==> config.mk <==
export PLATFORM = sky130hd
export DESIGN_NAME = tms_supervisor
export DESIGN_NICKNAME = d
export VERILOG_FILES = /design/src/design/tms_pkg.sv /design/src/design/tms_supervisor.sv
export SDC_FILE = /design/constraint.sdc
export NUM_CORES = 1
export LEC_CHECK = 0
export ABC_AREA = 1
export BUFFER_PORTS_ARGS = -buffer_cell sky130_fd_sc_hd__buf_4
export CORE_MARGIN = 1.5
export CORE_UTILIZATION = 45
export DETAILED_ROUTE_END_ITERATION = 7
export HOLD_SLACK_MARGIN = 0.15
export PLACE_DENSITY_LB_ADDON = 0.05
export SLEW_MARGIN = 0
export SYNTH_ARGS = -nofsm -noshare
export SYNTH_HDL_FRONTEND = slang
export SYNTH_SLANG_ARGS = --single-unit
==> constraint.sdc <==
create_clock -name clk_sys -period 1.7 [get_ports clk_sys]
set_input_delay 0.425 -clock clk_sys [delete_from_list [all_inputs] [get_ports clk_sys]]
set_output_delay 0.425 -clock clk_sys [all_outputs]
set_load 0.02 [all_outputs]
==> src/design/tms_pkg.sv <==
// Shared constants and types of the transfer mode supervisor
package tms_pkg;

    // ----------------------------------------------------------------
    // Register offsets
    // ----------------------------------------------------------------
    localparam logic [11:0] OFS_CTRL = 12'h000;
    localparam logic [11:0] OFS_CMD = 12'h004;
    localparam logic [11:0] OFS_DLY_XFER = 12'h008;
    localparam logic [11:0] OFS_DLY_LOAD = 12'h00C;
    localparam logic [11:0] OFS_STATUS = 12'h010;

    // ----------------------------------------------------------------
    // Field positions
    // ----------------------------------------------------------------
    localparam int CTRL_SEL_LSB = 0;
    localparam int CTRL_BUILD_BIT = 2;
    localparam int CMD_TEST_LSB = 0;
    localparam int CMD_ENDDLY_BIT = 8;
    localparam int DLY_POST_LSB = 16;
    localparam int ST_POS_LSB = 0;
    localparam int ST_ENG_BIT = 2;
    localparam int ST_PROMPT_BIT = 3;
    localparam int ST_SHED_BIT = 4;
    localparam int ST_MANUAL_BIT = 5;
    localparam int ST_STATE_LSB = 8;

    // ----------------------------------------------------------------
    // Reset values and encodings
    // ----------------------------------------------------------------
    localparam logic [31:0] CTRL_RST = 32'h0000_0004;
    localparam logic [31:0] DLY_XFER_RST = 32'h0000_0003;
    localparam logic [31:0] DLY_LOAD_RST = 32'h0002_0002;
    localparam logic [1:0] SEL_NONE = 2'h0;
    localparam logic [1:0] SEL_MAIN1 = 2'h1;
    localparam logic [1:0] SEL_MAIN2 = 2'h2;
    localparam logic [1:0] SEL_IOMOD = 2'h3;
    localparam logic [1:0] POS_OFF = 2'h0;
    localparam logic [1:0] POS_N = 2'h1;
    localparam logic [1:0] POS_E = 2'h2;

    // ----------------------------------------------------------------
    // Timing
    // ----------------------------------------------------------------
    localparam int CLK_HZ = 125_000_000;
    localparam int TICK_MS = 1;
    localparam int TICK_CYC = CLK_HZ / 1000 * TICK_MS;
    localparam int FLASH_MS = 500;
    localparam int FLASH_TICKS = FLASH_MS / TICK_MS;
    localparam int DLY_W = 16;

    // ----------------------------------------------------------------
    // Types
    // ----------------------------------------------------------------
    typedef struct packed {
        logic psel;
        logic penable;
        logic pwrite;
        logic [11:0] paddr;
        logic [31:0] pwdata;
    } tms_apb_req_t;

    typedef struct packed {
        logic pready;
        logic pslverr;
        logic [31:0] prdata;
    } tms_apb_rsp_t;

    typedef struct packed {
        logic in1;
        logic in2;
        logic iom;
        logic key_auto;
        logic key_xfer;
        logic n_ok;
        logic e_ok;
    } tms_pins_t;

    typedef enum logic [2:0] {
        ST_IDLE,
        ST_TDLY,
        ST_WKEY,
        ST_PRE,
        ST_POST
    } tms_state_t;

endpackage

==> src/design/tms_supervisor.sv <==
// Transfer mode supervisor: load shed, key switch handover and APB registers
//
// Register access over APB and the address map are this design's own decisions.
`timescale 1ns/1ns

//Contract
//- Shed on emergency moves contactor to OFF at once, skipping delays.
//- Shed with normal available passes OFF, then connects normal.
//- Shed without normal holds OFF until normal returns or request withdrawn.
//- Shed while on normal causes no move by itself.
//- Normal lost during shed moves to OFF, never to emergency.
//- Shed in OFF reconnects normal as soon as it returns.
//- Shed withdrawn: normal with delays if available, else emergency.
//- Shed acts only on emergency-fed loads; preferred selector ignored.
//- Shed request is a contact on main input 1, 2 or I/O module.
//- Key has auto, manual and momentary handover; brief turn permits transfer.
//- Handover transfers only within a sequence an event already started.
//- Sequence runs delays and starts engine; delay-skip ends them.
//- Manual transfer awaiting handover shows prompt, flashes not-auto lamp.
//- Manual mode allows indefinite standby operation after normal returns.
//- Manual return to preferred needs handover, except automatic build retransfers on emergency loss.
//- Handover with both sources runs pre and post load delays.
//- Auto mode goes to standby on preferred loss, back on return.
//- Automatic build in manual: source loss still transfers automatically.
//- Automatic build in manual: test, peak shave, exercise still transfer.
//- Non-automatic build in manual: source loss causes no automatic transfer.
//- Non-automatic build in manual: tests ignored, transfer only on handover.
//- Handover never asserts engine start by itself.
module tms_supervisor #(
    parameter int TICK_CYCLES = tms_pkg::TICK_CYC,
    parameter int DLY_W = tms_pkg::DLY_W
) (
    input wire logic clk_sys,
    input wire logic reset_n,
    input wire logic ce,
    input tms_pkg::tms_apb_req_t apb_req,
    output tms_pkg::tms_apb_rsp_t apb_rsp,
    input tms_pkg::tms_pins_t pins,
    output logic [1:0] contactor_pos,
    output logic engine_start,
    output logic manual_prompt,
    output logic not_auto_led
);

    // ----------------------------------------------------------------
    // Elaboration checks
    // ----------------------------------------------------------------
    localparam int TCW = $clog2(TICK_CYCLES + 1);

    if (TICK_CYCLES < 2) begin : g_chk_tick
        $error("TICK_CYCLES must be at least 2");
    end
    if (DLY_W < 1 || DLY_W > 16) begin : g_chk_dly
        $error("DLY_W must be 1 to 16");
    end
    if (tms_pkg::FLASH_TICKS < 1 || tms_pkg::FLASH_TICKS > 1023) begin : g_chk_flash
        $error("FLASH_TICKS must fit ten bits");
    end

    // ----------------------------------------------------------------
    // Declarations
    // ----------------------------------------------------------------
    tms_pkg::tms_apb_rsp_t rsp_ff;
    tms_pkg::tms_pins_t s1_ff, s2_ff, s3_ff, pin_ff, nxt_pin;
    tms_pkg::tms_state_t state_ff, nxt_state;
    logic [1:0] sel_ff, pos_ff, nxt_pos, tgt_ff, nxt_tgt;
    logic [2:0] tests_ff, idx;
    logic [DLY_W-1:0] dly_xfer_ff, dly_pre_ff, dly_post_ff, tmr_ff, tmr_val;
    logic [TCW-1:0] tick_cnt_ff;
    logic [9:0] blink_cnt_ff;
    logic [31:0] rd_data;
    logic build_auto_ff, need_key_ff, nxt_key, tmr_load, blink_ff, key_prev_ff, eng_ff, prompt_ff, led_ff;
    logic acc, hit, wr_go, end_dly, tick, tmr_done, shed, manual, n_ok, e_ok;
    logic both_ok, tgt_ok, key_press, tests_eff, go_e, go_n, go_off, abort;

    assign apb_rsp = rsp_ff;
    assign contactor_pos = pos_ff;
    assign engine_start = eng_ff;
    assign manual_prompt = prompt_ff;
    assign not_auto_led = led_ff;

    // Register index from byte address, 3'h7 when unmapped
    function automatic logic [2:0] reg_idx(input logic [11:0] a);
        logic [2:0] r;
        r = 3'h7;
        case (a)
            tms_pkg::OFS_CTRL: r = 3'h0;
            tms_pkg::OFS_CMD: r = 3'h1;
            tms_pkg::OFS_DLY_XFER: r = 3'h2;
            tms_pkg::OFS_DLY_LOAD: r = 3'h3;
            tms_pkg::OFS_STATUS: r = 3'h4;
            default: r = 3'h7;
        endcase
        return r;
    endfunction

    // ----------------------------------------------------------------
    // APB slave
    // ----------------------------------------------------------------
    assign acc = apb_req.psel & apb_req.penable;
    assign idx = reg_idx(apb_req.paddr);
    assign hit = (idx != 3'h7);
    assign wr_go = acc & rsp_ff.pready & apb_req.pwrite & hit;
    assign end_dly = wr_go & (idx == 3'h1) & apb_req.pwdata[tms_pkg::CMD_ENDDLY_BIT];

    always_comb begin
        rd_data = 32'h0000_0000;
        case (idx)
            3'h0: begin
                rd_data[tms_pkg::CTRL_SEL_LSB +: 2] = sel_ff;
                rd_data[tms_pkg::CTRL_BUILD_BIT] = build_auto_ff;
            end
            3'h1: rd_data[tms_pkg::CMD_TEST_LSB +: 3] = tests_ff;
            3'h2: rd_data[DLY_W-1:0] = dly_xfer_ff;
            3'h3: begin
                rd_data[DLY_W-1:0] = dly_pre_ff;
                rd_data[tms_pkg::DLY_POST_LSB +: DLY_W] = dly_post_ff;
            end
            3'h4: begin
                rd_data[tms_pkg::ST_POS_LSB +: 2] = pos_ff;
                rd_data[tms_pkg::ST_ENG_BIT] = eng_ff;
                rd_data[tms_pkg::ST_PROMPT_BIT] = prompt_ff;
                rd_data[tms_pkg::ST_SHED_BIT] = shed;
                rd_data[tms_pkg::ST_MANUAL_BIT] = manual;
                rd_data[tms_pkg::ST_STATE_LSB +: 3] = state_ff;
            end
            default: ;
        endcase
    end

    // One wait state: pready rises in the second access cycle
    always_ff @(posedge clk_sys or negedge reset_n) begin
        if (!reset_n) begin
            rsp_ff <= '0;
        end else if (ce) begin
            rsp_ff.pready <= acc & ~rsp_ff.pready;
            if (acc & ~rsp_ff.pready) begin
                rsp_ff.prdata <= apb_req.pwrite ? 32'h0000_0000 : rd_data;
                rsp_ff.pslverr <= ~hit;
            end else begin
                rsp_ff.pslverr <= 1'b0;
            end
        end
    end

    always_ff @(posedge clk_sys or negedge reset_n) begin
        if (!reset_n) begin
            sel_ff <= tms_pkg::CTRL_RST[tms_pkg::CTRL_SEL_LSB +: 2];
            build_auto_ff <= tms_pkg::CTRL_RST[tms_pkg::CTRL_BUILD_BIT];
            tests_ff <= 3'h0;
            dly_xfer_ff <= tms_pkg::DLY_XFER_RST[DLY_W-1:0];
            dly_pre_ff <= tms_pkg::DLY_LOAD_RST[DLY_W-1:0];
            dly_post_ff <= tms_pkg::DLY_LOAD_RST[tms_pkg::DLY_POST_LSB +: DLY_W];
        end else if (ce && wr_go) begin
            case (idx)
                3'h0: begin
                    sel_ff <= apb_req.pwdata[tms_pkg::CTRL_SEL_LSB +: 2];
                    build_auto_ff <= apb_req.pwdata[tms_pkg::CTRL_BUILD_BIT];
                end
                3'h1: tests_ff <= apb_req.pwdata[tms_pkg::CMD_TEST_LSB +: 3];
                3'h2: dly_xfer_ff <= apb_req.pwdata[DLY_W-1:0];
                3'h3: begin
                    dly_pre_ff <= apb_req.pwdata[DLY_W-1:0];
                    dly_post_ff <= apb_req.pwdata[tms_pkg::DLY_POST_LSB +: DLY_W];
                end
                default: ;
            endcase
        end
    end

    // ----------------------------------------------------------------
    // Pin synchronisers and agreement filter
    // ----------------------------------------------------------------
    always_ff @(posedge clk_sys or negedge reset_n) begin
        if (!reset_n) begin
            s1_ff <= '0;
            s2_ff <= '0;
            s3_ff <= '0;
        end else if (ce) begin
            s1_ff <= pins;
            s2_ff <= s1_ff;
            s3_ff <= s2_ff;
        end
    end

    assign nxt_pin = (s2_ff & ~(s2_ff ^ s3_ff)) | (pin_ff & (s2_ff ^ s3_ff));

    always_ff @(posedge clk_sys or negedge reset_n) begin
        if (!reset_n) begin
            pin_ff <= '0;
            key_prev_ff <= 1'b0;
        end else if (ce) begin
            pin_ff <= nxt_pin;
            key_prev_ff <= pin_ff.key_xfer;
        end
    end

    // Shed source picked by the configured input
    always_comb begin
        case (sel_ff)
            tms_pkg::SEL_MAIN1: shed = pin_ff.in1;
            tms_pkg::SEL_MAIN2: shed = pin_ff.in2;
            tms_pkg::SEL_IOMOD: shed = pin_ff.iom;
            default: shed = 1'b0;
        endcase
    end

    assign manual = ~pin_ff.key_auto;
    assign n_ok = pin_ff.n_ok;
    assign e_ok = pin_ff.e_ok;
    assign both_ok = n_ok & e_ok;
    assign tgt_ok = (tgt_ff == tms_pkg::POS_N) ? n_ok : e_ok;
    assign key_press = pin_ff.key_xfer & ~key_prev_ff;

    // ----------------------------------------------------------------
    // Tick prescaler and delay timer
    // ----------------------------------------------------------------
    assign tick = (tick_cnt_ff == TCW'(TICK_CYCLES - 1));
    assign tmr_done = (tmr_ff == '0);

    always_ff @(posedge clk_sys or negedge reset_n) begin
        if (!reset_n) begin
            tick_cnt_ff <= '0;
        end else if (ce) begin
            tick_cnt_ff <= (tick || tmr_load) ? '0 : tick_cnt_ff + TCW'(1);
        end
    end

    always_ff @(posedge clk_sys or negedge reset_n) begin
        if (!reset_n) begin
            tmr_ff <= '0;
        end else if (ce) begin
            if (tmr_load) begin
                tmr_ff <= tmr_val;
            end else if (end_dly) begin
                tmr_ff <= '0;
            end else if (tick && !tmr_done) begin
                tmr_ff <= tmr_ff - DLY_W'(1);
            end
        end
    end

    // ----------------------------------------------------------------
    // Transfer triggers
    // ----------------------------------------------------------------
    // Tests count unless a non-automatic build sits in manual
    assign tests_eff = (|tests_ff) & ~(manual & ~build_auto_ff);
    // Standby wanted on preferred loss or an effective test
    assign go_e = (pos_ff == tms_pkg::POS_N) & (~n_ok | tests_eff);
    // Back to preferred once it returns and no test holds standby
    assign go_n = (pos_ff == tms_pkg::POS_E) & n_ok & (~tests_eff | ~e_ok);
    assign go_off = (pos_ff == tms_pkg::POS_OFF) & (n_ok | e_ok);

    always_comb begin
        if (tgt_ff == tms_pkg::POS_N) begin
            abort = ~n_ok | ((pos_ff == tms_pkg::POS_E) & tests_eff & e_ok);
        end else begin
            abort = ((pos_ff == tms_pkg::POS_N) & n_ok & ~tests_eff) | ((pos_ff == tms_pkg::POS_OFF) & n_ok);
        end
    end

    // ----------------------------------------------------------------
    // Sequence state machine
    // ----------------------------------------------------------------
    always_comb begin
        nxt_state = state_ff;
        nxt_pos = pos_ff;
        nxt_tgt = tgt_ff;
        nxt_key = need_key_ff;
        tmr_load = 1'b0;
        tmr_val = '0;
        if (shed) begin
            // Shed overrides any sequence; preferred selector plays no part
            nxt_state = tms_pkg::ST_IDLE;
            if (pos_ff == tms_pkg::POS_E) begin
                nxt_pos = tms_pkg::POS_OFF;
            end else if (pos_ff == tms_pkg::POS_OFF && n_ok) begin
                nxt_pos = tms_pkg::POS_N;
            end else if (pos_ff == tms_pkg::POS_N && !n_ok) begin
                nxt_pos = tms_pkg::POS_OFF;
            end
            // Otherwise hold: OFF without normal, or normal kept
        end else begin
            case (state_ff)
                tms_pkg::ST_IDLE: begin
                    if (go_off) begin
                        nxt_state = tms_pkg::ST_TDLY;
                        nxt_tgt = n_ok ? tms_pkg::POS_N : tms_pkg::POS_E;
                        nxt_key = 1'b0;
                        tmr_load = 1'b1;
                        tmr_val = dly_xfer_ff;
                    end else if (go_e) begin
                        nxt_state = tms_pkg::ST_TDLY;
                        nxt_tgt = tms_pkg::POS_E;
                        nxt_key = manual & ~build_auto_ff;
                        tmr_load = 1'b1;
                        tmr_val = dly_xfer_ff;
                    end else if (go_n) begin
                        nxt_state = tms_pkg::ST_TDLY;
                        nxt_tgt = tms_pkg::POS_N;
                        nxt_key = manual & (~build_auto_ff | e_ok);
                        tmr_load = 1'b1;
                        tmr_val = dly_xfer_ff;
                    end
                end
                tms_pkg::ST_TDLY: begin
                    if (abort) begin
                        nxt_state = tms_pkg::ST_IDLE;
                    end else if (tmr_done && tgt_ok) begin
                        if (need_key_ff) begin
                            nxt_state = tms_pkg::ST_WKEY;
                        end else begin
                            nxt_pos = tgt_ff;
                            nxt_state = tms_pkg::ST_IDLE;
                        end
                    end
                end
                tms_pkg::ST_WKEY: begin
                    if (abort) begin
                        nxt_state = tms_pkg::ST_IDLE;
                    end else if (key_press && both_ok) begin
                        nxt_state = tms_pkg::ST_PRE;
                        tmr_load = 1'b1;
                        tmr_val = dly_pre_ff;
                    end else if (key_press && tgt_ok) begin
                        nxt_pos = tgt_ff;
                        nxt_state = tms_pkg::ST_IDLE;
                    end
                end
                tms_pkg::ST_PRE: begin
                    if (abort) begin
                        nxt_state = tms_pkg::ST_IDLE;
                    end else if (tmr_done && tgt_ok) begin
                        nxt_pos = tgt_ff;
                        nxt_state = tms_pkg::ST_POST;
                        tmr_load = 1'b1;
                        tmr_val = dly_post_ff;
                    end
                end
                tms_pkg::ST_POST: begin
                    if (tmr_done) begin
                        nxt_state = tms_pkg::ST_IDLE;
                    end
                end
                default: nxt_state = tms_pkg::ST_IDLE;
            endcase
        end
    end

    always_ff @(posedge clk_sys or negedge reset_n) begin
        if (!reset_n) begin
            state_ff <= tms_pkg::ST_IDLE;
            pos_ff <= tms_pkg::POS_N;
            tgt_ff <= tms_pkg::POS_N;
            need_key_ff <= 1'b0;
        end else if (ce) begin
            state_ff <= nxt_state;
            pos_ff <= nxt_pos;
            tgt_ff <= nxt_tgt;
            need_key_ff <= nxt_key;
        end
    end

    // ----------------------------------------------------------------
    // Engine start and operator indicators
    // ----------------------------------------------------------------
    // Engine start follows the sequence, the emergency position and tests, never the key
    always_ff @(posedge clk_sys or negedge reset_n) begin
        if (!reset_n) begin
            eng_ff <= 1'b0;
        end else if (ce) begin
            eng_ff <= ((nxt_state != tms_pkg::ST_IDLE) & (nxt_tgt == tms_pkg::POS_E))
                      | (nxt_pos == tms_pkg::POS_E) | tests_eff;
        end
    end

    always_ff @(posedge clk_sys or negedge reset_n) begin
        if (!reset_n) begin
            blink_cnt_ff <= 10'h000;
            blink_ff <= 1'b0;
        end else if (ce && tick) begin
            if (blink_cnt_ff == 10'(tms_pkg::FLASH_TICKS - 1)) begin
                blink_cnt_ff <= 10'h000;
                blink_ff <= ~blink_ff;
            end else begin
                blink_cnt_ff <= blink_cnt_ff + 10'h001;
            end
        end
    end

    always_ff @(posedge clk_sys or negedge reset_n) begin
        if (!reset_n) begin
            prompt_ff <= 1'b0;
            led_ff <= 1'b0;
        end else if (ce) begin
            prompt_ff <= (nxt_state == tms_pkg::ST_WKEY);
            led_ff <= manual & ((nxt_state != tms_pkg::ST_WKEY) | blink_ff);
        end
    end

endmodule

==> results of run 1 <==
==> per-stage QoR <==
| step | cell area, sq um | hold slack [ns] |
|---|---|---|
| after floorplan | 9030 | 0.129 |
| after global placement | 11500 | 0.348 |
| after detailed placement | 11500 | 0.341 |
| after CTS | 12500 | 0.174 |
| after global routing | 12900 | 0.174 |
| final | 12900 | 0.186 |
==> final timing paths <==
check                                    from     endpoint  slack (ns)  cells after the start
worst min-delay path                  pins[3]     s1_ff[3]        0.19                      3
worst min register to register       s2_ff[0]     s2_ff[0]        0.47                      2
worst max register to register  build_auto_ff   tmr_ff[13]       -0.33                     13
worst max-delay path            build_auto_ff   tmr_ff[13]       -0.33                     13
max in group asynchronous             reset_n   tmr_ff[12]        0.62                      3
min in group asynchronous             reset_n  apb_rsp[29]        0.45                      2
==> metal layers <==
metal | track usage [%] | vias up | part of all wire (%)
li1 | - | 4267 | -
met1 | 35.9 | 4076 | 47
met2 | 42.2 | 186 | 48
met3 | 3.90 | 33 | 4.1
met4 | 6.50 | 0 | 1.4
met5 | 0 | - | 0
==> area by class of cell <==
type / count / area (sq um) / area share, %
multi-input combinational: 777 / 4510 / 34.9
clock inverter: 13 / 159 / 1.23
sequential: 172 / 4320 / 33.4
clock buffer: 19 / 433 / 3.35
timing repair buffer: 317 / 2680 / 20.7
tap: 265 / 332 / 2.56
inverter: 135 / 509 / 3.94
==> kinds of logic after synthesis <==
group                    after synthesis
XOR/XNOR                              27
flip-flops                           172
buffers and inverters                176
AND/OR/NAND/NOR                      548
AO/OA/AOI/OAI                        190
multiplexers                           6
adder cells (fa/ha/maj)                4
==> cell usage after synthesis (7+ instances only) <==
master | instances | area, sq um
nand2_1 | 303 | 1140
a32o_1 | 16 | 160
o21ai_0 | 85 | 425
nor4_1 | 7 | 43.8
nand3_1 | 63 | 315
dfrtp_1 | 165 | 4130
a22oi_1 | 9 | 67.6
nor3_1 | 17 | 85.1
o21ai_1 | 12 | 60.1
o211ai_1 | 11 | 82.6
nor2_1 | 106 | 398
clkbuf_1 | 22 | 82.6
dfstp_2 | 7 | 184
buf_2 | 10 | 50.1
inv_1 | 129 | 484
nand4_1 | 19 | 119
nor2_2 | 10 | 62.6
xor2_1 | 24 | 210
nand2_2 | 7 | 43.8
a21oi_1 | 34 | 170
==> cell usage in the layout (no fill, tap or decap), types with 13 or more instances in the layout <==
cell,instances
nor2_1,83
o21ai_1,30
nand3_2,22
nand2_1,279
clkbuf_16,20
dfrtp_1,163
nand2_4,13
nand2_2,19
buf_6,18
o21ai_0,64
nor2_2,22
xor2_1,24
inv_1,113
buf_12,14
a21oi_2,22
a21oi_1,17
nand3_1,39
nor2_4,15
nand4_1,19
a32o_1,16
buf_4,281
inv_2,21
==> power by group <==
group	internal [mW]	switching (mW)	leakage [nW]
registers	4.50	0.328	2.19
logic	2.06	2.17	3.95
clock network	2.21	1.78	0.283
total	8.77	4.27	6.43
==> flip-flops by register name (all words and copies together) (netlist names), 3 cells and up, named ones only <==
signal,flops
state_ff,3
tmr_ff,16
tests_ff,3
apb_rsp,34
dly_post_ff,16
tick_cnt_ff,17
s3_ff,7
blink_cnt_ff,10
s1_ff,7
dly_xfer_ff,16
dly_pre_ff,16
s2_ff,7
==> worst max-delay path, stage by stage (launching register included) <==
cell	delay, ns
dfstp_2	0.54
inv_2	0.04
nand2_4	0.09
nand4_1	0.15
nand2_2	0.14
nand2_4	0.09
nand3_4	0.12
nand3_2	0.10
nand2_4	0.11
nand3_4	0.09
buf_12	0.16
nand2_8	0.09
o21bai_1	0.12
nand2_1	0.06
==> timing repair <==
action | 4_1_cts | 5_1_grt
gates resized for setup | 86 | 83
pin swaps | 36 | 41
hold buffers | 1 | 0
cloned | 2 | 3
setup buffers | 13 | 11
endpoints found under the hold margin | 26 | 0
endpoints found under the setup margin | 48 | 108
==> reports/qor.csv, run 1 <==
stage,metric,value,unit
power_and_ir_drop,power.total,13.0,mW
detailed_routing,drc,0,
cts,cts.sinks,172,
die,coreArea,19400,sq um
cells_and_area,final_util,66.7,%
timing,finClkSkew,0.0103,ns
worst_setup_path,cp.arrival,2.35,ns
timing,fin_ws,-0.329,ns
flow_run,max_cap_violations,0,
cts,clock_path_buffers,2,
synth,syn_inst,1123,
timing,fin_crit_sh,119,%
timing,tightest_slew,0.384,ns
timing,min_period,2.03,ns
worst_setup_path,worst_setup_path_end_kind,flop,
synth,synth_mux_area_share,0.760,%
cells_and_area,fill_cells,1701,
detailed_routing,drtPass1Iterations,5,
power_and_ir_drop,p_leak,6.43,nW
synth,synth_compound_area_share,12.9,%
timing,hold_viol,0,
synth,synth_area,8890,sq um
die,ios,96,
cts,tritoncts,built,
die,initial_core_util,45.8,%
synth,synthAdderAreaFrac,0.563,%
synth,synth_ff_type,dfrtp_1,
die,die_w,144,um
synth,synth_edf_count,0,
placement,port_buffers,95,
synth,ys_ff_latch,172,
timing,drv_slew,0,
placement,pre_cts_slack,-0.394,ns
synth,synth_nets,1184,
cells_and_area,areaGrowthSynthToFinish,45.5,%
placement,place_congestion,0.867,
timing,fmax,493,MHz
detailed_routing,avgViaCountPerCell,5.04,
cts,cts-root-buf,clkbuf_16,
timing,slew_headroom,74.4,%
power_and_ir_drop,vdd_drop_max,0.795,mV
synth,synth-simple-area-share,26.7,%
synth,synth_top_family_by_area,simple AND/OR/NAND/NOR gates,
placement,dp_hpwl,18.2,mm
global_routing,grt_remaining_overflow,0,
global_routing,grt_start_max_net_pins,41,
cts,clk_latency,0.43,ns
die,die_h,144,um
min_path,min-delay-path-class,in -> reg,
global_routing,grt_pass1_vias,8271,
worst_setup_path,crit_path_start_kind,flop,
detailed_routing,postRouteAntennaNets,0,
synth,synthArstFlopShare,100,%
detailed_routing,routed_wl,26.2,mm
cts,htree_levels,4,
detailed_routing,drt_iter0_markers,434,
detailed_routing,vias,8562,
cts,cts_made_buffers,17,
die,die_area,20600,sq um
cells_and_area,antenna_cells,0,
cells_and_area,drive_above_1_share,36.5,%
power_and_ir_drop,p_per_area,1010,nW/um^2
global_routing,antenna_found_initial,0,
synth,yosys_warnings,0,
placement,dpl.cell_count,1637,
worst_setup_path,setup.worst_path.class,reg -> reg,
timing,finalSetupViolCount,43,
die,std_cell_rows,51,
cells_and_area,finalNonFillerCells,1698,
worst_setup_path,cp_max_fo,7,
cts,clk_pin_slew_worst_paths,0.07,ns
detailed_routing,wire_per_inst,15.4,um
run_status,status,"complete, but fails checks",
synth,synthXorXnorAreaFrac,2.66,%
timing,rsz0062_at_grt,true,
global_routing,grt_pass1_wl,41.4,mm
worst_setup_path,cp.required,2.02,ns
synth,seq_area_frac_synth,48.5,%
synth,ys_types,47,
run_status,violations,negative setup slack,
global_routing,track_usage,25.8,%
timing,setup_tns,-9.40,ns
cells_and_area,finalNetCount,1481,
synth,syn_area_per_cell,7.92,sq um
(Power assumes the default switching activity.)
==> run 2: changes to the inputs <==
Settings changed: GPL_TIMING_DRIVEN set to 0, RECOVER_POWER set to 50.
==> run 2 against run 1 <==
  * The flow still finishes with violations (negative setup slack)
  * Sequential power increased by 1%
  * Power decreased by 3.7%
  * Clock power is 4% lower
  * Combinational power fell by 9.7%
  * Clock-buffer cell count shrank 2
  * Utilization down 5.6 points
  * Critical path type unchanged
  * Critical endpoint is now tick_cnt_ff[14]
  * Highest routed layer unchanged
==> reports/qor.csv, run 2 (synthesis gave the netlist of run 1 again) <==
stage,metric,value,unit,change
run_status,status,"complete, but fails checks",,
run_status,violations,negative setup slack,,
cells_and_area,areaGrowthSynthToFinish,33.2,%,
cells_and_area,finalNetCount,1380,,-6.8%
worst_setup_path,r2r-start,contactor_pos[0],,
cells_and_area,seq_area,4320,sq um,about the same
timing,slew_headroom,45.0,%,-29 points
cts,cts_made_buffers,17,,unchanged
placement,pre_cts_slack,-0.708,ns,-0.314 ns
worst_setup_path,crit_chain,nor2_4 -> nand4_1 -> nand2_2 -> nand2_4 -> nand3_4 -> nand3_2 -> nand2_4 -> inv_2 -> nor2_4 -> nor2_4 -> buf_6 -> nor2_1,,
cells_and_area,fill_cells,1816,,+6.8%
die,coreArea,19400,sq um,unchanged
global_routing,grt_pass1_wl,41.1,mm,-0.78%
cts,clk_latency,0.44,ns,about the same
worst_setup_path,cp_max_fo,6,,-1
cells_and_area,multiInputGateArea,4500,sq um,-0.22%
detailed_routing,routed_wl,26.2,mm,+0.16%
worst_setup_path,crit_buf_inv,2,,unchanged
worst_setup_path,critPathMaxStageDelay,0.65,ns,+0.11 ns
cts,htree_levels,4,,unchanged
worst_setup_path,worst-r2r-cell-count,12,,-1
cts,clock_path_buffers,2,,unchanged
die,initial_core_util,45.8,%,unchanged
min_path,min-delay-path-class,in -> reg,,
worst_setup_path,startpoint,contactor_pos[0],,
cells_and_area,finalNonFillerCells,1597,,-5.9%
worst_setup_path,path_common_cell,nor2_4,,
detailed_routing,wire_per_inst,16.4,um,+6.5%
cells_and_area,drive_above_1_share,29.2,%,-7.3 points
placement,dpl.cell_count,1483,,-9.4%
placement,dp_hpwl,17.9,mm,-1.4%
die,die_w,144,um,unchanged
detailed_routing,postRouteAntennaNets,0,,unchanged
timing,fmax,486,MHz,-1.3%
worst_setup_path,r2r_end,tick_cnt_ff[14],,
min_path,hold_start,pins[1],,
cts,cts.sinks,172,,unchanged
worst_setup_path,crit_path_start_kind,flop,,
power_and_ir_drop,p_leak,5.66,nW,-12%
global_routing,track_usage,26.0,%,+0.23 points
timing,drv_slew,0,,unchanged
timing,tightest_slew,0.826,ns,+0.442 ns
worst_setup_path,worst_setup_path_end_kind,flop,,
global_routing,grt_start_max_net_pins,117,,+190%
cts,cts-root-buf,clkbuf_16,,
cells_and_area,antenna_cells,0,,unchanged
detailed_routing,drtPass1Iterations,5,,unchanged
detailed_routing,vias,8292,,-3.2%
power_and_ir_drop,vdd_drop_max,0.798,mV,+0.39%
worst_setup_path,endpoint,tick_cnt_ff[14],,
worst_setup_path,cp.arrival,2.38,ns,+0.03 ns
flow_run,max_cap_violations,0,,unchanged
placement,place_congestion,0.879,,+1.4%
global_routing,grt_remaining_overflow,0,,unchanged
cells_and_area,final_cell_mix,"280 x nand2_1, 160 x dfrtp_1, 118 x buf_4, 105 x inv_1, 81 x nor2_1",,
worst_setup_path,path_delay_family,simple AND/OR/NAND/NOR gates,,
cts,clk_pin_slew_worst_paths,0.07,ns,about the same
cts,tritoncts,built,,
placement,port_buffers,94,,-1.1%
timing,fin_crit_sh,121,%,+1.6 points
cells_and_area,largest_reg_flops,34,,unchanged
timing,hold_viol,0,,unchanged
worst_setup_path,cp.required,2.03,ns,about the same
timing,whs,0.184,ns,-0.00126 ns
timing,finClkSkew,0.00834,ns,-0.00195 ns
worst_setup_path,setup.worst_path.class,reg -> reg,,
die,die_area,20600,sq um,unchanged
detailed_routing,drt_iter0_markers,492,,+13%
timing,finalSetupViolCount,77,,+79%
worst_setup_path,slowest_stage,dfstp_2,,
die,ios,96,,unchanged
timing,rsz0062_at_grt,true,,
worst_setup_path,r2r_setup_slack,-0.36,ns,-0.03 ns
global_routing,antenna_found_initial,0,,unchanged
cells_and_area,final_common_cell,nand2_1,,
global_routing,grt_pass1_vias,7771,,-6.0%
timing,fin_ws,-0.356,ns,-0.0271 ns
timing,min_period,2.06,ns,+0.0271 ns
worst_setup_path,cp.depth,12,,-1
detailed_routing,avgViaCountPerCell,5.19,,+3.0%
die,std_cell_rows,51,,unchanged
die,die_h,144,um,unchanged
power_and_ir_drop,p_per_area,1060,nW/um^2,+5.2%
detailed_routing,drc,0,,unchanged
==> run 2: cell count changes in the layout (fill, tap and decap cells not counted), moves of 4 or more <==
cell      delta
buf_4      -163
clkbuf_1    +43
buf_6        +8
buf_8        +4
buf_12      -13
inv_2        +6
nor2_4       +4
inv_1        -8
clkbuf_2    +14
==> run 2: worst min-delay path by stage <==
stage / to / cells after the start / slack (ns)
2_1_floorplan: asynchronous set/reset pin / 0 / 0.13
3_3_place_gp: s1_ff[6] / 2 / 0.45
3_5_place_dp: dly_post_ff[14] / 1 / 0.38
4_1_cts: s1_ff[1] / 3 / 0.18
5_1_grt: s1_ff[5] / 3 / 0.18
6_report: s1_ff[1] / 3 / 0.18
==> run 2: power breakdown <==
| part | internal, mW | total, mW | switching (mW) |
|---|---|---|---|
| sequential | 4.50 | 4.90 | 0.398 |
| clock | 1.95 | 3.84 | 1.88 |
| combinational | 1.70 | 3.81 | 2.12 |
==> run 2: what timing repair did <==
action | 4_1_cts | 5_1_grt
hold buffers | 1 | 0
setup endpoints to repair | 130 | 129
endpoints found under the hold margin | 55 | 0
gates resized for setup | 124 | 92
buffers inserted | 45 | 36
pin swaps | 32 | 50
cloned | 3 | 0
==> run 2: worst reg2reg max path, cell delays in order (launching register included) <==
cell and delay, ns:
dfstp_2 0.65, nor2_4 0.08, nand4_1 0.11, nand2_2 0.09, nand2_4 0.12, nand3_4 0.12, nand3_2 0.10, nand2_4 0.09
inv_2 0.08, nor2_4 0.05, nor2_4 0.23, buf_6 0.18, nor2_1 0.04
==> run 2: stage by stage <==
step / total power, mW / instance area [sq um] / utilization, % / setup TNS [ns]
after floorplan: 6.60 / 9030 / - / -4.17
after global placement: 7.33 / 10100 / 51.9 / -224.67
after detailed placement: 7.36 / 10100 / 52.1 / -77.02
after CTS: 12.0 / 11500 / 59.1 / -9.07
after global routing: 13.2 / 11800 / 61.1 / -49.39
final: 12.6 / 11800 / 61.1 / -12.84
==> run 2: layout make-up <==
type	instances	area share, %
clock inverters	15	1.25
inverters	135	4.33
plain buffers	40	2.37
flip-flops and latches	172	36.5
well taps	265	2.80
multi-input cells	775	38.0
repair buffers	178	11.2
clock buffers	17	3.59
==> run 2: routing by layer <==
layer	track usage, %	share of wire, %	up-vias
li1	-	-	4052
met1	35.3	45	3984
met2	42.1	48	211
met3	4.37	3.8	45
met4	9.08	2.7	0
met5	0	0	-
==> run 3: changes to the inputs <==
Settings changed: SKIP_CTS_REPAIR_TIMING set to 1, SLEW_MARGIN 0 to not set.
==> run 3 against run 2 <==
  * The flow still finishes with violations (negative setup slack)
  * Wire length decreased by 3.0%
  * Sequential share of layout area increased by 1.1 points
  * Setup slack got worse by 0.044 ns
  * Largest power group unchanged
==> reports/qor.csv, run 3 (synthesis gave the netlist of run 1 again) <==
stage,metric,value,unit,change
timing,min_period,2.10,ns,+0.0442 ns
die,die_h,144,um,unchanged
timing,finClkSkew,0.0144,ns,+0.00603 ns
global_routing,grt_remaining_overflow,0,,unchanged
placement,dpl_cell_area,10100,sq um,unchanged
cells_and_area,final_area,11500,sq um,-2.7%
detailed_routing,avgViaCountPerCell,5.18,,-0.14%
cells_and_area,fill_cells,1857,,+2.3%
power_and_ir_drop,p_per_area,1040,nW/um^2,-1.5%
timing,tightest_slew,0.834,ns,+0.00845 ns
cts,cts-root-buf,clkbuf_16,,
detailed_routing,postRouteAntennaNets,0,,unchanged
power_and_ir_drop,internal_power,7.83,mW,-3.9%
cells_and_area,drive_above_1_share,26.7,%,-2.5 points
cells_and_area,antenna_cells,0,,unchanged
cts,clk_pin_slew_worst_paths,0.07,ns,about the same
placement,port_buffers,94,,unchanged
placement,pre_cts_slack,-0.708,ns,unchanged
cts,tritoncts,built,,
cts,clock_path_buffers,2,,unchanged
detailed_routing,wire_per_inst,16.3,um,-0.97%
cts,clk_latency,0.44,ns,about the same
timing,fin_ws,-0.400,ns,-0.0442 ns
power_and_ir_drop,p_sw_share,34.8,%,-0.22 points
power_and_ir_drop,seqPwrFrac,41.3,%,+2.2 points
worst_setup_path,cp.required,2.07,ns,+0.04 ns
timing,fin_crit_sh,124,%,+2.6 points
cts,htree_levels,4,,unchanged
placement,dpl.cell_count,1483,,unchanged
timing,finalSetupViolCount,202,,+160%
run_status,violations,negative setup slack,,
cells_and_area,final_cell_mix,"278 x nand2_1, 156 x dfrtp_1, 108 x inv_1, 98 x buf_4, 89 x nor2_1",,
global_routing,antenna_found_initial,0,,unchanged
die,ios,96,,unchanged
cells_and_area,multiInputGateArea,4460,sq um,-1.0%
cells_and_area,finalNonFillerCells,1564,,-2.1%
cts,cts.sinks,172,,unchanged
global_routing,track_usage,24.9,%,-1.1 points
worst_setup_path,cp.arrival,2.47,ns,+0.09 ns
timing,hold_viol,0,,unchanged
timing,drv_slew,0,,unchanged
global_routing,grt_pass1_wl,39.3,mm,-4.4%
die,coreArea,19400,sq um,unchanged
cts,cts_made_buffers,17,,unchanged
worst_setup_path,setup.worst_path.class,reg -> reg,,
detailed_routing,routed_wl,25.4,mm,-3.0%
die,std_cell_rows,51,,unchanged
global_routing,grt_start_max_net_pins,117,,unchanged
placement,place_congestion,0.879,,unchanged
power_and_ir_drop,p_leak,5.49,nW,-3.0%
power_and_ir_drop,vdd_drop_max,0.767,mV,-3.9%
min_path,min-delay-path-class,in -> reg,,
placement,dp_hpwl,17.9,mm,unchanged
run_status,status,"complete, but fails checks",,
detailed_routing,drtPass1Iterations,6,,+1
power_and_ir_drop,power_frac_comb,26.8,%,-3.6 points
cells_and_area,largest_reg_flops,34,,unchanged
cells_and_area,areaGrowthSynthToFinish,29.6,%,
timing,setup_tns,-35.33,ns,-22.50 ns
die,initial_core_util,45.8,%,unchanged
cells_and_area,final_common_cell,nand2_1,,
detailed_routing,drc,0,,unchanged
die,die_w,144,um,unchanged
worst_setup_path,worst_setup_path_end_kind,flop,,
cells_and_area,finalNetCount,1347,,-2.4%
die,die_area,20600,sq um,unchanged
timing,rsz0062_at_grt,true,,
power_and_ir_drop,p_switching,4.19,mW,-4.8%
worst_setup_path,cp_max_fo,6,,unchanged
power_and_ir_drop,power.total,12.0,mW,-4.2%
timing,fmax,476,MHz,-2.1%
power_and_ir_drop,power_frac_clock,31.9,%,+1.3 points
global_routing,grt_pass1_vias,7318,,-5.8%
detailed_routing,drt_iter0_markers,491,,-0.20%
flow_run,max_cap_violations,0,,unchanged
cells_and_area,seq_area,4320,sq um,+0.12%
worst_setup_path,crit_path_start_kind,flop,,
timing,slew_headroom,44.4,%,-0.56 points
detailed_routing,vias,8109,,-2.2%
[run 3: critical path, stage by stage (launching register included)]
cell and delay [ns]:
dfstp_2 0.59, nand3_2 0.11, nand2_2 0.14, inv_2 0.06, nor2_4 0.15, nand3_4 0.14, buf_8 0.17, buf_6 0.12
o211ai_1 0.21, nand2_1 0.12, nand2_1 0.08, nor2_1 0.04, a21oi_2 0.09
[run 3: power groups by stage]
stage          combinational, mW  sequential, mW  clock, mW
2_1_floorplan               1.71            4.89          0
3_3_place_gp                2.38            4.95          0
3_5_place_dp                2.41            4.94          0
4_1_cts                     2.42            4.87       3.89
5_1_grt                     3.57            5.01       4.07
6_report                    3.23            4.96       3.83
[run 3: through the flow]
step	util, %	hold slack, ns
after detailed placement	52.1	0.381
after global routing	59.4	0.173
after floorplan	-	0.129
after global placement	51.9	0.453
after CTS	55.0	-0.0855
final	59.4	0.185
[run 3: area by class of cell]
cell class	instances	area share [%]
clock inverter	15	1.28
sequential	172	37.5
multi-input combinational	775	38.7
clock buffer	17	3.69
inverter	135	4.51
timing repair buffer	145	8.88
buffer	40	2.53
tap	265	2.88
[run 3: worst paths after layout]
path | cells after the start | slack [ns] | startpoint | end
setup / recovery | 12 | -0.40 | tgt_ff[0] | tmr_ff[3]
hold / removal | 3 | 0.19 | pins[1] | s1_ff[1]
setup reg to reg | 12 | -0.40 | tgt_ff[0] | tmr_ff[3]
hold reg to reg | 2 | 0.47 | s1_ff[5] | s1_ff[5]
max in group asynchronous | 3 | -0.06 | reset_n | tick_cnt_ff[11]
min in group asynchronous | 2 | 0.64 | reset_n | dly_post_ff[14]
[run 3: metal layers]
metal  track usage (%)  up-vias  share of wire, %
li1                  -     3993                 -
met1              34.9     3875                46
met2              39.6      214                49
met3              4.13       27               4.0
met4              7.52        0               1.6
met5                 0        -                 0
